$ cat src/logic/slice_ctrl_pkg.sv
// Constants shared by the slice-array host controller
package slice_ctrl_pkg;

  ////////////////////////////////////////////////////////////////////////////
  // Register offsets (byte addresses, one word each)
  localparam logic [7:0] CTRL_OFFSET = 8'h00;
  localparam logic [7:0] STATUS_OFFSET = 8'h04;
  localparam logic [7:0] OPER_OFFSET = 8'h08;
  localparam logic [7:0] ISSUE_OFFSET = 8'h0c;

  // Control register fields
  localparam int CTRL_START_BIT = 0;
  localparam int CTRL_MODE_LSB = 1;
  localparam logic [1:0] CTRL_MODE_RESET = 2'h0;

  // Operand register fields: four 4-bit register-file addresses
  localparam int OPER_MCAND_LSB = 0;
  localparam int OPER_PP_LSB = 4;
  localparam int OPER_MULT_LSB = 8;
  localparam int OPER_LOW_LSB = 12;
  localparam logic [15:0] OPER_RESET = 16'h3210;

  // Single-instruction issue register fields
  localparam int ISSUE_DEST_LSB = 0;
  localparam int ISSUE_FUNC_LSB = 3;
  localparam int ISSUE_SRC_LSB = 6;
  localparam int ISSUE_CARRY_BIT = 9;
  localparam int ISSUE_A_LSB = 10;
  localparam int ISSUE_B_LSB = 14;
  localparam int ISSUE_WIDTH = 18;

  // Status register fields
  localparam int STATUS_BUSY_BIT = 0;
  localparam int STATUS_DONE_BIT = 1;
  localparam int STATUS_STATE_LSB = 2;
  localparam int STATUS_COUNT_LSB = 8;

  ////////////////////////////////////////////////////////////////////////////
  // Instruction field codes
  localparam logic [2:0] DEST_QREG = 3'h0;
  localparam logic [2:0] DEST_NONE = 3'h1;
  localparam logic [2:0] DEST_MOVE = 3'h2;
  localparam logic [2:0] DEST_SHIFT_DOWN = 3'h4;
  localparam logic [2:0] FUNC_ADD = 3'h0;
  localparam logic [2:0] FUNC_SUB = 3'h1;
  localparam logic [2:0] FUNC_OR = 3'h3;
  localparam logic [2:0] FUNC_AND = 3'h4;
  localparam logic [2:0] SRC_AB = 3'h1;
  localparam logic [2:0] SRC_ZQ = 3'h2;
  localparam logic [2:0] SRC_ZB = 3'h3;
  localparam logic [2:0] SRC_ZA = 3'h4;

  localparam int MUL_WIDTH_DEFAULT = 8;

  typedef enum logic [1:0] {
    MODE_ZERO = 2'h0,
    MODE_ONE = 2'h1,
    MODE_ROTATE = 2'h2,
    MODE_ARITH = 2'h3
  } shift_mode_type;

  typedef enum logic [5:0] {
    ST_IDLE = 6'h01,
    ST_LOADQ = 6'h02,
    ST_CLEAR = 6'h04,
    ST_ADD = 6'h08,
    ST_SUB = 6'h10,
    ST_STORE = 6'h20
  } mul_state_type;

endpackage

$ cat src/logic/mul_sequencer.sv
// Add-and-shift multiply sequence and single-instruction issue
`timescale 1ns/100ps
module mul_sequencer import slice_ctrl_pkg::*; #(
  parameter int WIDTH = MUL_WIDTH_DEFAULT
) (
  // Clock and reset
  input wire logic refClk,
  input wire logic rstSyncN,
  // Orders
  input wire logic start,
  input wire logic issue,
  input wire logic [ISSUE_WIDTH-1:0] issueWord,
  input wire logic [15:0] operands,
  // Progress
  output mul_state_type state,
  output logic [5:0] count,
  output logic stepActive,
  output logic done,
  // Instruction fields
  output logic [2:0] dest,
  output logic [2:0] func,
  output logic [2:0] src,
  output logic carry,
  output logic [3:0] aAddr,
  output logic [3:0] bAddr
);

  mul_state_type next_state;
  logic [5:0] next_count;
  logic next_stepActive, next_done, next_carry;
  logic [2:0] next_dest, next_func, next_src;
  logic [3:0] next_aAddr, next_bAddr;
  logic [3:0] mcand, pp, mult, low;

  assign mcand = operands[OPER_MCAND_LSB +: 4];
  assign pp = operands[OPER_PP_LSB +: 4];
  assign mult = operands[OPER_MULT_LSB +: 4];
  assign low = operands[OPER_LOW_LSB +: 4];

  always_comb begin
    next_state = state;
    next_count = count;
    // Each state after idle lasts one cycle except the add loop
    unique case (state)
      ST_IDLE: if (start) next_state = ST_LOADQ;
      ST_LOADQ: next_state = ST_CLEAR;
      ST_CLEAR: begin
        next_state = ST_ADD;
        next_count = 6'(WIDTH - 2);
      end
      ST_ADD: begin
        if (count == 6'h00) next_state = ST_SUB;
        else next_count = count - 6'h01;
      end
      ST_SUB: next_state = ST_STORE;
      ST_STORE: next_state = ST_IDLE;
    endcase
    next_dest = DEST_NONE;
    next_func = FUNC_ADD;
    next_src = SRC_ZQ;
    next_carry = 1'b0;
    next_aAddr = 4'h0;
    next_bAddr = 4'h0;
    unique case (next_state)
      ST_IDLE: if (issue && !start && state == ST_IDLE) begin
        next_dest = issueWord[ISSUE_DEST_LSB +: 3];
        next_func = issueWord[ISSUE_FUNC_LSB +: 3];
        next_src = issueWord[ISSUE_SRC_LSB +: 3];
        next_carry = issueWord[ISSUE_CARRY_BIT];
        next_aAddr = issueWord[ISSUE_A_LSB +: 4];
        next_bAddr = issueWord[ISSUE_B_LSB +: 4];
      end
      ST_LOADQ: begin
        next_aAddr = mult;
        next_dest = DEST_QREG;
        next_func = FUNC_OR;
        next_src = SRC_ZA;
      end
      ST_CLEAR: begin
        next_bAddr = pp;
        next_dest = DEST_MOVE;
        next_func = FUNC_AND;
        next_src = SRC_ZB;
      end
      ST_ADD, ST_SUB: begin
        next_aAddr = mcand;
        next_bAddr = pp;
        next_dest = DEST_SHIFT_DOWN;
        next_src = SRC_AB;
        next_func = (next_state == ST_SUB) ? FUNC_SUB : FUNC_ADD;
        next_carry = (next_state == ST_SUB);
      end
      ST_STORE: begin
        next_bAddr = low;
        next_dest = DEST_MOVE;
        next_func = FUNC_OR;
        next_src = SRC_ZQ;
      end
    endcase
    next_stepActive = (next_state == ST_ADD) || (next_state == ST_SUB);
    next_done = (state == ST_STORE);
  end

  always_ff @(posedge refClk or negedge rstSyncN) begin
    if (!rstSyncN) begin
      state <= ST_IDLE;
      count <= 6'h00;
      stepActive <= 1'b0;
      done <= 1'b0;
      dest <= DEST_NONE;
      func <= FUNC_ADD;
      src <= SRC_ZQ;
      carry <= 1'b0;
      aAddr <= 4'h0;
      bAddr <= 4'h0;
    end else begin
      state <= next_state;
      count <= next_count;
      stepActive <= next_stepActive;
      done <= next_done;
      dest <= next_dest;
      func <= next_func;
      src <= next_src;
      carry <= next_carry;
      aAddr <= next_aAddr;
      bAddr <= next_bAddr;
    end
  end
endmodule

$ cat src/logic/shift_end_mux.sv
// End-of-array shift input selection for the slice cascade
`timescale 1ns/100ps
module shift_end_mux import slice_ctrl_pkg::*; (
  // Control
  input wire logic [1:0] mode,
  input wire logic shifting,
  input wire logic up,
  input wire logic signIn,
  // Levels read from the array ends
  input wire logic fileLowIn,
  input wire logic fileHighIn,
  input wire logic qLowIn,
  input wire logic qHighIn,
  // Drive values and enables
  output logic fileLowOut,
  output logic fileHighOut,
  output logic qLowOut,
  output logic qHighOut,
  output logic lowOe,
  output logic highOe
);

  always_comb begin
    // At most one end is driven; during a shift the other end is the array's output
    lowOe = shifting && up;
    highOe = shifting && !up;
    fileLowOut = 1'b0;
    fileHighOut = 1'b0;
    qLowOut = 1'b0;
    qHighOut = 1'b0;
    unique case (shift_mode_type'(mode))
      MODE_ZERO: begin
        fileLowOut = 1'b0;
        qLowOut = 1'b0;
        fileHighOut = 1'b0;
        qHighOut = 1'b0;
      end
      MODE_ONE: begin
        fileLowOut = 1'b1;
        qLowOut = 1'b1;
        fileHighOut = 1'b1;
        qHighOut = 1'b1;
      end
      MODE_ROTATE: begin
        fileLowOut = fileHighIn;
        fileHighOut = fileLowIn;
        qLowOut = qHighIn;
        qHighOut = qLowIn;
      end
      MODE_ARITH: begin
        qLowOut = 1'b0;
        fileLowOut = qHighIn;
        qHighOut = fileLowIn;
        fileHighOut = signIn;
      end
    endcase
  end

endmodule

$ cat src/logic/slice_host_ctrl.sv
// Host controller for a cascaded 4-bit ALU slice array
//
// Operation
// - Shift direction bit picks which array end gets driven, never both.
// - Zero mode, down shift: low into file MSB and Q MSB.
// - Zero mode, up shift: low into file LSB and Q LSB.
// - One mode equals zero mode but fills with high.
// - Rotate mode wraps file end bits around in the shift direction.
// - Rotate mode wraps Q end bits the same way.
// - Arithmetic up shift: zero into Q LSB, Q MSB into file LSB.
// - Arithmetic down shift: file LSB into Q MSB, sign into file MSB.
// - Multiply takes one clock per multiplier bit.
// - Multiplicand is added only when current multiplier LSB is one.
// - Steps use shift-down destination, add or subtract function, source 1 or 3.
// - Operand-source bit is the inverse of the Q low shift pin.
// - File low shift pin feeds the Q MSB shift input.
// - File MSB shift input gets sign XOR overflow during multiply.
// - Last step, on the multiplier sign, subtracts instead of adds.
// - Load multiplier into Q, clear product; afterwards store low half.
// - A port selects multiplicand; B port the partial product.
`timescale 1ns/100ps
module slice_host_ctrl import slice_ctrl_pkg::*; #(
  parameter int MUL_WIDTH = MUL_WIDTH_DEFAULT
) (
  // Clock and reset
  input wire logic ref_clk,
  input wire logic rst_n,
  // AHB-Lite slave
  input wire logic hsel,
  input wire logic [31:0] haddr,
  input wire logic [1:0] htrans,
  input wire logic hwrite,
  input wire logic [2:0] hsize,
  input wire logic [31:0] hwdata,
  input wire logic hready,
  output logic hreadyout,
  output logic hresp,
  output logic [31:0] hrdata,
  // Instruction lines to the array
  output logic [2:0] destinationField,
  output logic [2:0] functionField,
  output logic [2:0] sourceField,
  output logic carryInput,
  output logic [3:0] aAddress,
  output logic [3:0] bAddress,
  // Status from the array's most significant slice
  input wire logic aluSignOut,
  input wire logic overflowFlag,
  // File shifter end pins
  input wire logic fileShiftLowIn,
  output logic fileShiftLowOut,
  output logic fileShiftLowOe,
  input wire logic fileShiftHighIn,
  output logic fileShiftHighOut,
  output logic fileShiftHighOe,
  // Q register end pins
  input wire logic qLowShiftIn,
  output logic qLowShiftOut,
  output logic qLowShiftOe,
  input wire logic qHighShiftIn,
  output logic qHighShiftOut,
  output logic qHighShiftOe
);

  ////////////////////////////////////////////////////////////////////////////
  // Reset release
  // Release is synchronous so no flop sees reset end near a clock edge
  logic rstMeta, rstSyncN;

  always_ff @(posedge ref_clk or negedge rst_n) begin
    if (!rst_n) begin
      rstMeta <= 1'b0;
      rstSyncN <= 1'b0;
    end else begin
      rstMeta <= 1'b1;
      rstSyncN <= rstMeta;
    end
  end

  ////////////////////////////////////////////////////////////////////////////
  // Bus slave and registers
  logic wrPending, next_wrPending;
  logic [7:0] wrAddr, next_wrAddr;
  logic [1:0] modeReg, next_modeReg;
  logic [15:0] operReg, next_operReg;
  logic [ISSUE_WIDTH-1:0] issueReg, next_issueReg;
  logic startPulse, next_startPulse;
  logic issuePulse, next_issuePulse;
  logic doneFlag, next_doneFlag;
  logic [31:0] next_hrdata;
  logic addrPhase;
  logic [31:0] statusWord;

  mul_state_type seqState;
  logic [5:0] seqCount;
  logic seqStep, seqDone;
  logic [2:0] seqDest, seqFunc, seqSrc;
  logic seqCarry;
  logic [3:0] seqA, seqB;

  // Zero wait states: ready is constant, writes land in the data phase
  assign addrPhase = hsel && hready && htrans[1];

  always_comb begin
    statusWord = 32'h0000_0000;
    statusWord[STATUS_BUSY_BIT] = (seqState != ST_IDLE);
    statusWord[STATUS_DONE_BIT] = doneFlag;
    statusWord[STATUS_STATE_LSB +: 6] = seqState;
    statusWord[STATUS_COUNT_LSB +: 6] = seqCount;
  end

  always_comb begin
    next_wrPending = addrPhase && hwrite;
    next_wrAddr = addrPhase ? haddr[7:0] : wrAddr;
    next_modeReg = modeReg;
    next_operReg = operReg;
    next_issueReg = issueReg;
    next_startPulse = 1'b0;
    next_issuePulse = 1'b0;
    next_doneFlag = doneFlag;
    if (wrPending) begin
      unique case (wrAddr)
        CTRL_OFFSET: begin
          next_modeReg = hwdata[CTRL_MODE_LSB +: 2];
          next_startPulse = hwdata[CTRL_START_BIT];
          if (hwdata[CTRL_START_BIT]) next_doneFlag = 1'b0;
        end
        OPER_OFFSET: next_operReg = hwdata[15:0];
        ISSUE_OFFSET: begin
          next_issueReg = hwdata[ISSUE_WIDTH-1:0];
          next_issuePulse = 1'b1;
        end
        default: begin
        end
      endcase
    end
    // A finishing multiply wins over a clearing write
    if (seqDone) next_doneFlag = 1'b1;
    next_hrdata = hrdata;
    if (addrPhase && !hwrite) begin
      unique case (haddr[7:0])
        CTRL_OFFSET: next_hrdata = {29'h0, modeReg, 1'b0};
        STATUS_OFFSET: next_hrdata = statusWord;
        OPER_OFFSET: next_hrdata = {16'h0, operReg};
        ISSUE_OFFSET: next_hrdata = {14'h0, issueReg};
        default: next_hrdata = 32'h0000_0000;
      endcase
    end
  end

  always_ff @(posedge ref_clk or negedge rstSyncN) begin
    if (!rstSyncN) begin
      wrPending <= 1'b0;
      wrAddr <= 8'h00;
      modeReg <= CTRL_MODE_RESET;
      operReg <= OPER_RESET;
      issueReg <= '0;
      startPulse <= 1'b0;
      issuePulse <= 1'b0;
      doneFlag <= 1'b0;
      hrdata <= 32'h0000_0000;
      hreadyout <= 1'b1;
      hresp <= 1'b0;
    end else begin
      wrPending <= next_wrPending;
      wrAddr <= next_wrAddr;
      modeReg <= next_modeReg;
      operReg <= next_operReg;
      issueReg <= next_issueReg;
      startPulse <= next_startPulse;
      issuePulse <= next_issuePulse;
      doneFlag <= next_doneFlag;
      hrdata <= next_hrdata;
      hreadyout <= 1'b1;
      hresp <= 1'b0;
    end
  end

  ////////////////////////////////////////////////////////////////////////////
  // Multiply sequence
  mul_sequencer #(
    .WIDTH(MUL_WIDTH)
  ) mul_sequencer_inst (
    .refClk(ref_clk),
    .rstSyncN(rstSyncN),
    .start(startPulse),
    .issue(issuePulse),
    .issueWord(issueReg),
    .operands(operReg),
    .state(seqState),
    .count(seqCount),
    .stepActive(seqStep),
    .done(seqDone),
    .dest(seqDest),
    .func(seqFunc),
    .src(seqSrc),
    .carry(seqCarry),
    .aAddr(seqA),
    .bAddr(seqB)
  );

  assign destinationField = seqDest;
  assign functionField = seqFunc;
  assign carryInput = seqCarry;
  assign aAddress = seqA;
  assign bAddress = seqB;
  // Multiplier bit steers A,B versus 0,B in the same cycle, so this path
  // cannot wait for a flip-flop
  assign sourceField = seqStep ?
                       {seqSrc[2], !qLowShiftIn, seqSrc[0]} : seqSrc;

  ////////////////////////////////////////////////////////////////////////////
  // End-of-array shift multiplexers
  logic [1:0] endMode;
  logic signFill;
  logic lowOe, highOe;

  // Multiply runs the double-length arithmetic shift with corrected sign
  assign endMode = seqStep ? MODE_ARITH : modeReg;
  assign signFill = aluSignOut ^ (seqStep && overflowFlag);

  shift_end_mux shift_end_mux_inst (
    .mode(endMode),
    .shifting(seqDest[2]),
    .up(seqDest[1]),
    .signIn(signFill),
    .fileLowIn(fileShiftLowIn),
    .fileHighIn(fileShiftHighIn),
    .qLowIn(qLowShiftIn),
    .qHighIn(qHighShiftIn),
    .fileLowOut(fileShiftLowOut),
    .fileHighOut(fileShiftHighOut),
    .qLowOut(qLowShiftOut),
    .qHighOut(qHighShiftOut),
    .lowOe(lowOe),
    .highOe(highOe)
  );

  // Enables follow registered lines, so no pin turns around mid-cycle
  assign fileShiftLowOe = lowOe;
  assign qLowShiftOe = lowOe;
  assign fileShiftHighOe = highOe;
  assign qHighShiftOe = highOe;
endmodule
$ cat config.mk
export PLATFORM = sky130hd
export DESIGN_NAME = slice_host_ctrl
export DESIGN_NICKNAME = d
export VERILOG_FILES = /design/src/logic/slice_ctrl_pkg.sv /design/src/logic/mul_sequencer.sv /design/src/logic/shift_end_mux.sv /design/src/logic/slice_host_ctrl.sv
export SDC_FILE = /design/constraint.sdc
export NUM_CORES = 1
export LEC_CHECK = 0
export BUFFER_PORTS_ARGS = -buffer_cell sky130_fd_sc_hd__buf_2
export CORE_AREA = 5 5 104 106
export DETAILED_ROUTE_END_ITERATION = 10
export DIE_AREA = 0 0 109 111
export GPL_ROUTABILITY_DRIVEN = 0
export PLACE_DENSITY_LB_ADDON = 0.12
export SLEW_MARGIN = 10
export SYNTH_ARGS = -nofsm -noshare
export SYNTH_HDL_FRONTEND = slang
export SYNTH_SLANG_ARGS = --single-unit
$ cat constraint.sdc
create_clock -name ref_clk -period 3.4 [get_ports ref_clk]
set_input_delay 0.51 -clock ref_clk [delete_from_list [all_inputs] [get_ports ref_clk]]
set_output_delay 0.51 -clock ref_clk [all_outputs]
set_load 0.03 [all_outputs]
==> results of run 1 <==
## worst max path at each step
stage | start | cells past startpoint | endpoint
6_report | modeReg[1] | 5 | fileShiftLowOut
5_1_grt | mul_sequencer_inst.stepActive | 5 | fileShiftLowOut
4_1_cts | mul_sequencer_inst.stepActive | 5 | fileShiftLowOut
3_5_place_dp | haddr[1] | 5 | hrdata[16]
3_3_place_gp | haddr[1] | 5 | hrdata[16]
2_1_floorplan | rstSyncN | 0 | doneFlag
## registers in the layout, indices dropped and copies added (netlist names), 4 cells and up
signal / flops
mul_sequencer_inst.state: 6
hrdata: 18
issueReg: 18
mul_sequencer_inst.aAddr: 4
mul_sequencer_inst.count: 6
operReg: 16
mul_sequencer_inst.bAddr: 4
wrAddr: 8
## report_power, final
group	internal (mW)	switching [mW]	total (mW)
Clock	0.271	0.422	0.694
Sequential	1.33	0.197	1.52
Combinational	0.255	0.371	0.627
## layout make-up
cell class / instances / share of cell area, %
clock buffers: 10 / 2.37
well taps: 133 / 3.10
flip-flops and latches: 100 / 46.8
multi-input cells: 268 / 37.1
repair buffers: 87 / 8.43
clock inverters: 6 / 0.908
inverters: 19 / 1.33
## cell families after synthesis
group                      count (synthesis)  share of synthesized area (%)
and+or+nand+nor                          103                           12.1
buffers and inverters                     62                           6.99
adders and majority gates                  3                          0.785
DFF                                      100                           52.5
AOI/OAI and AO/OA                         80                           10.9
other                                      2                          0.157
muxes                                     61                           15.8
xor gates and xnor gates                   4                          0.733
## critical path: cells and delay by family, from the launching register on
kind / cells / cell delay [ns]
flops: 1 / 0.44
simple gates: 1 / 0.35
compound gates: 2 / 0.27
fa+ha+maj: 1 / 0.25
buf+inv: 1 / 0.18
## cells in the final DEF, fill, tap and decap left out, drive strengths merged, types with 3 or more instances in the layout
master    instances
mux2             42
nor2b             5
o21ai            25
nor3              3
or4               4
dfstp             7
conb             17
a21oi            18
inv              20
a21o              5
xor2              3
buf              86
a22oi             6
nor2             26
nand4             5
mux2i            17
a222oi            4
a211oi            3
nand3             9
nor4              4
nand2            30
ha                3
a32o              3
clkbuf           10
dfrtp            93
clkinvlp          3
and2              3
## repair_timing
item,CTS,global route
endpoints found under the hold margin,2,0
setup buffers,0,0
hold buffers,1,0
## per-stage QoR
stage | power, mW | setup slack (ns) | util, % | cells | area, um^2
after floorplan | 2.00 | 0.420 | - | 430 | 4840
after global placement | 2.15 | 1.07 | 53.6 | 606 | 5190
after detailed placement | 2.17 | 1.06 | 53.6 | 606 | 5190
after CTS | 2.87 | 1.03 | 55.5 | 623 | 5380
after global routing | 3.00 | 0.918 | 55.5 | 623 | 5380
final | 2.84 | 1.03 | 55.5 | 623 | 5380
## routing by layer
layer	GRT usage [%]	vias up	part of all wire (%)
met2	29.0	118	47
met4	6.23	0	1.2
met3	3.32	13	6.2
li1	-	1578	-
met1	27.5	1662	46
met5	0	-	0
==> results.yml, run 1 <==
grt:
  grt_pass1_wl_mm: 18.0
  gr-total-overflow: 0
  grt_max_degree: 61
  grt_pass1_vias: 3443
  track_usage_pct: 19.1
  antenna_found_initial: 0
sta:
  holdWs_ns: 0.358
  finalMaxSlewViolations: 0
  finalSetupTns_ns: 0
  grt_setup_unrepaired: "no"
  finalCritPeriodShare_pct: 69.6
  relSlewSlack_pct: 38.8
  worst_pin_slew_ns: 0.915
  max_freq_ghz: 0.422
  min_period_ns: 2.37
  skew_ns: 0.0132
  hold_violations: 0
  finalSetupViolCount: 0
min_path:
  whs_path_depth: 3
  hold_class: "in2reg"
  worstHoldEndpoint: "wrPending"
  hp-start: "hwrite"
flow_run:
  maxCapViolations: 0
critical_path:
  timing.rr.start: "mul_sequencer_inst.state[0]"
  critical_path.slowest_cell: "dfrtp_1"
  path_cells: "or2_2 > ha_1 > a22oi_1 > a21oi_1 > buf_2"
  max_stage_delay_ns: 0.44
  start_kind: "register"
  cp_max_fo: 6
  r2r_end: "mul_sequencer_inst.state[3]"
  cp-end-kind: "output pin"
  required_ns: 2.89
  rrSetupSlack_ns: 1.11
  reg2reg_depth: 4
  worstSetupPathType: "reg2out"
  arrival_ns: 1.86
final_layout:
  seq_area_um2: 2510
  fillers: 870
  nets: 568
  multi_input_comb_area_um2: 1990
  area_growth_pct: 12.4
  drive_gt1_share_pct: 32.7
  antenna_cells: 0
place:
  port_buffers: 81
  dpl.hpwl_mm: 8.04
yosys:
  ys_ff_latch: 100
  yosysTopAreaCellShare_pct: 48.7
  async_flop_share_pct: 100
  synth_cell_types: 56
  yosys_warnings: 0
  netlist_area_um2: 4780
  yosys.area.top_type: "dfrtp_1"
  synth_area_leaders: "dfrtp_1 (49%), mux2_4 (5.7%), mux2_2 (5.7%)"
  synth_common_cells: "dfrtp_1 (93), nand2_1 (30), nor2_1 (26)"
  syn_inst: 415
  synth-edff-count: 0
  synth_flop_cell: "dfrtp_1"
  yosysSeqAreaShare_pct: 52.5
  synth_area_per_cell_um2: 11.5
  yosysMostFrequentCell: "dfrtp_1"
clock_network:
  htreeDepth: 3
  cts_tree: "done"
  cts_root_buf: "clkbuf_8"
  post_cts_resized: 0
  clock_latency_ns: 0.36
  cts_sinks: 100
  path_clk_slew_ns: 0.10
  cts.path.max_buffers: 2
  cts_buffers: 9
drt:
  viasPerCell: 5.41
  firstDrtPassIters: 4
  drtIter0Drc: 213
  route.antenna.remaining_nets: 0
  drc: 0
  wl_per_cell_um: 17.9
  drt-total-wl_mm: 11.1
  vias: 3371
power:
  p_leak_nw: 2.76
  power_density_nw_per_um2: 529
  ir_drop_mv: 0.210
die:
  die_x_um: 109
  die_h_um: 111
  core-area_um2: 9680
  ioPinCount: 140
  die_area_um2: 12100
  start_util_pct: 49.4
  rows: 36
outcome:
  status: "completed"
Note: power is estimated with default switching activity, not from simulation.
==> run 2: changes to the inputs <==
==> constraint.sdc (replaced) <==
create_clock -name ref_clk -period 2.3 [get_ports ref_clk]
set_input_delay 0.345 -clock ref_clk [delete_from_list [all_inputs] [get_ports ref_clk]]
set_output_delay 0.345 -clock ref_clk [all_outputs]
set_load 0.03 [all_outputs]
==> results.yml, run 2 (same netlist as run 1, synthesis figures left out) <==
clock_network:
  cts_sinks: 100
  path_clk_slew_ns: 0.09
  cts_buffers: 9
  clock_latency_ns: 0.35
  cts_tree: "done"
  htreeDepth: 3
  cts.path.max_buffers: 2
  post_cts.repair.setup_buffers: 0
  cts_root_buf: "clkbuf_8"
critical_path:
  path_cells: "or2_2 > ha_1 > a22oi_1 > a21oi_1 > buf_2"
  start_kind: "register"
  cp_max_fo: 6
  cp-startpoint: "mul_sequencer_inst.stepActive"
  cp-end-kind: "output pin"
  arrival_ns: 1.81
  max_stage_delay_ns: 0.42
  required_ns: 1.96
  worstSetupPathType: "reg2out"
  timing.rr.start: "wrAddr[4]"
  reg2reg_depth: 5
  critical_path.slowest_cell: "dfrtp_1"
sta:
  relSlewSlack_pct: 59.3
  holdWs_ns: 0.204
  finalCritPeriodShare_pct: 93.6
  max_freq_ghz: 0.464
  min_period_ns: 2.15
  hold_violations: 0
  skew_ns: 0.0115
  fin_ws_ns: 0.146
  worst_pin_slew_ns: 0.611
  finalSetupTns_ns: 0
  finalMaxSlewViolations: 0
  finalSetupViolCount: 0
drt:
  wl_per_cell_um: 17.4
  viasPerCell: 5.39
  drc: 0
  firstDrtPassIters: 4
  drtIter0Drc: 177
  route.antenna.remaining_nets: 0
  vias: 3405
  drt-total-wl_mm: 11.0
grt:
  gr-total-overflow: 0
  antenna_found_initial: 0
  track_usage_pct: 18.6
  grt_pass1_vias: 3449
  grt_max_degree: 44
  grt_pass1_wl_mm: 17.6
power:
  total_power_mw: 4.40
  p_leak_nw: 2.84
  power_density_nw_per_um2: 797
  ir_drop_mv: 0.380
min_path:
  whs_path_depth: 3
  hold_class: "in2reg"
  hp-start: "hwrite"
final_layout:
  layout_commonest_cell: "dfrtp_1"
  drive_gt1_share_pct: 34.1
  multi_input_comb_area_um2: 2000
  seq_area_um2: 2510
  antenna_cells: 0
  area_growth_pct: 15.5
  reg_top3: "hrdata x18, issueReg x18, operReg x16"
  final_util_pct: 57.0
  mostFrequentLayoutCells: "dfrtp_1 (92), buf_2 (81), nand2_1 (30)"
  nets: 577
  fillers: 831
outcome:
  status: "completed"
die:
  die_x_um: 109
  die_area_um2: 12100
  die_h_um: 111
  core-area_um2: 9680
  ioPinCount: 140
  rows: 36
  start_util_pct: 49.4
place:
  port_buffers: 81
  dpl.hpwl_mm: 8.21
  dp_slack_ns: 0.276
flow_run:
  maxCapViolations: 0
==> run 2: report_power, final <==
part | total, mW | internal (mW) | switching, mW | leakage, nW
clock | 1.20 | 0.615 | 0.585 | 0.103
combinational | 0.956 | 0.390 | 0.566 | 1.48
sequential | 2.24 | 1.96 | 0.283 | 1.26
==> run 2: area by class of cell <==
cell class,count,share of cell area (%)
clock inverter,6,1.61
timing repair buffer,96,10.1
sequential,100,45.5
inverter,19,1.29
multi-input combinational,268,36.1
tap,133,3.01
clock buffer,10,2.31
==> run 2: path summary, 6_finish.rpt <==
kind | slack, ns | endpoint
max | 0.15 | qHighShiftOut
min | 0.20 | wrPending
max reg2reg | 0.26 | operReg[11]
min reg2reg | 0.34 | hrdata[16]
max in group asynchronous | 1.23 | mul_sequencer_inst.state[0]
min in group asynchronous | 0.29 | rstSyncN
==> run 2: per-stage QoR <==
stage,instances,cell area (um^2)
finish,632,5520
floorplan,430,4840
global route,632,5520
global placement,615,5290
detailed placement,615,5290
CTS,632,5520
==> run 2: per-layer routing <==
metal  wire length (um)  global-route usage (%)  vias to the layer above
met3                564                    2.97                       12
met5                  0                       0                        -
met4                163                    5.81                        0
met2               5280                    29.2                      107
li1                   -                       -                     1590
met1               5010                    26.3                     1696
==> run 2: worst max-delay path, delay by kind of cell (launching register included) <==
family,cells,cell delay [ns]
flops,1,0.42
simple gates,1,0.37
compound gates,2,0.26
fa+ha+maj,1,0.23
buf+inv,1,0.18
==> run 2: repair_timing <==
action                                 CTS  global route
gates resized for setup                  0             1
hold buffers                             1             0
endpoints found under the hold margin    2             0
setup endpoints to repair                0             2
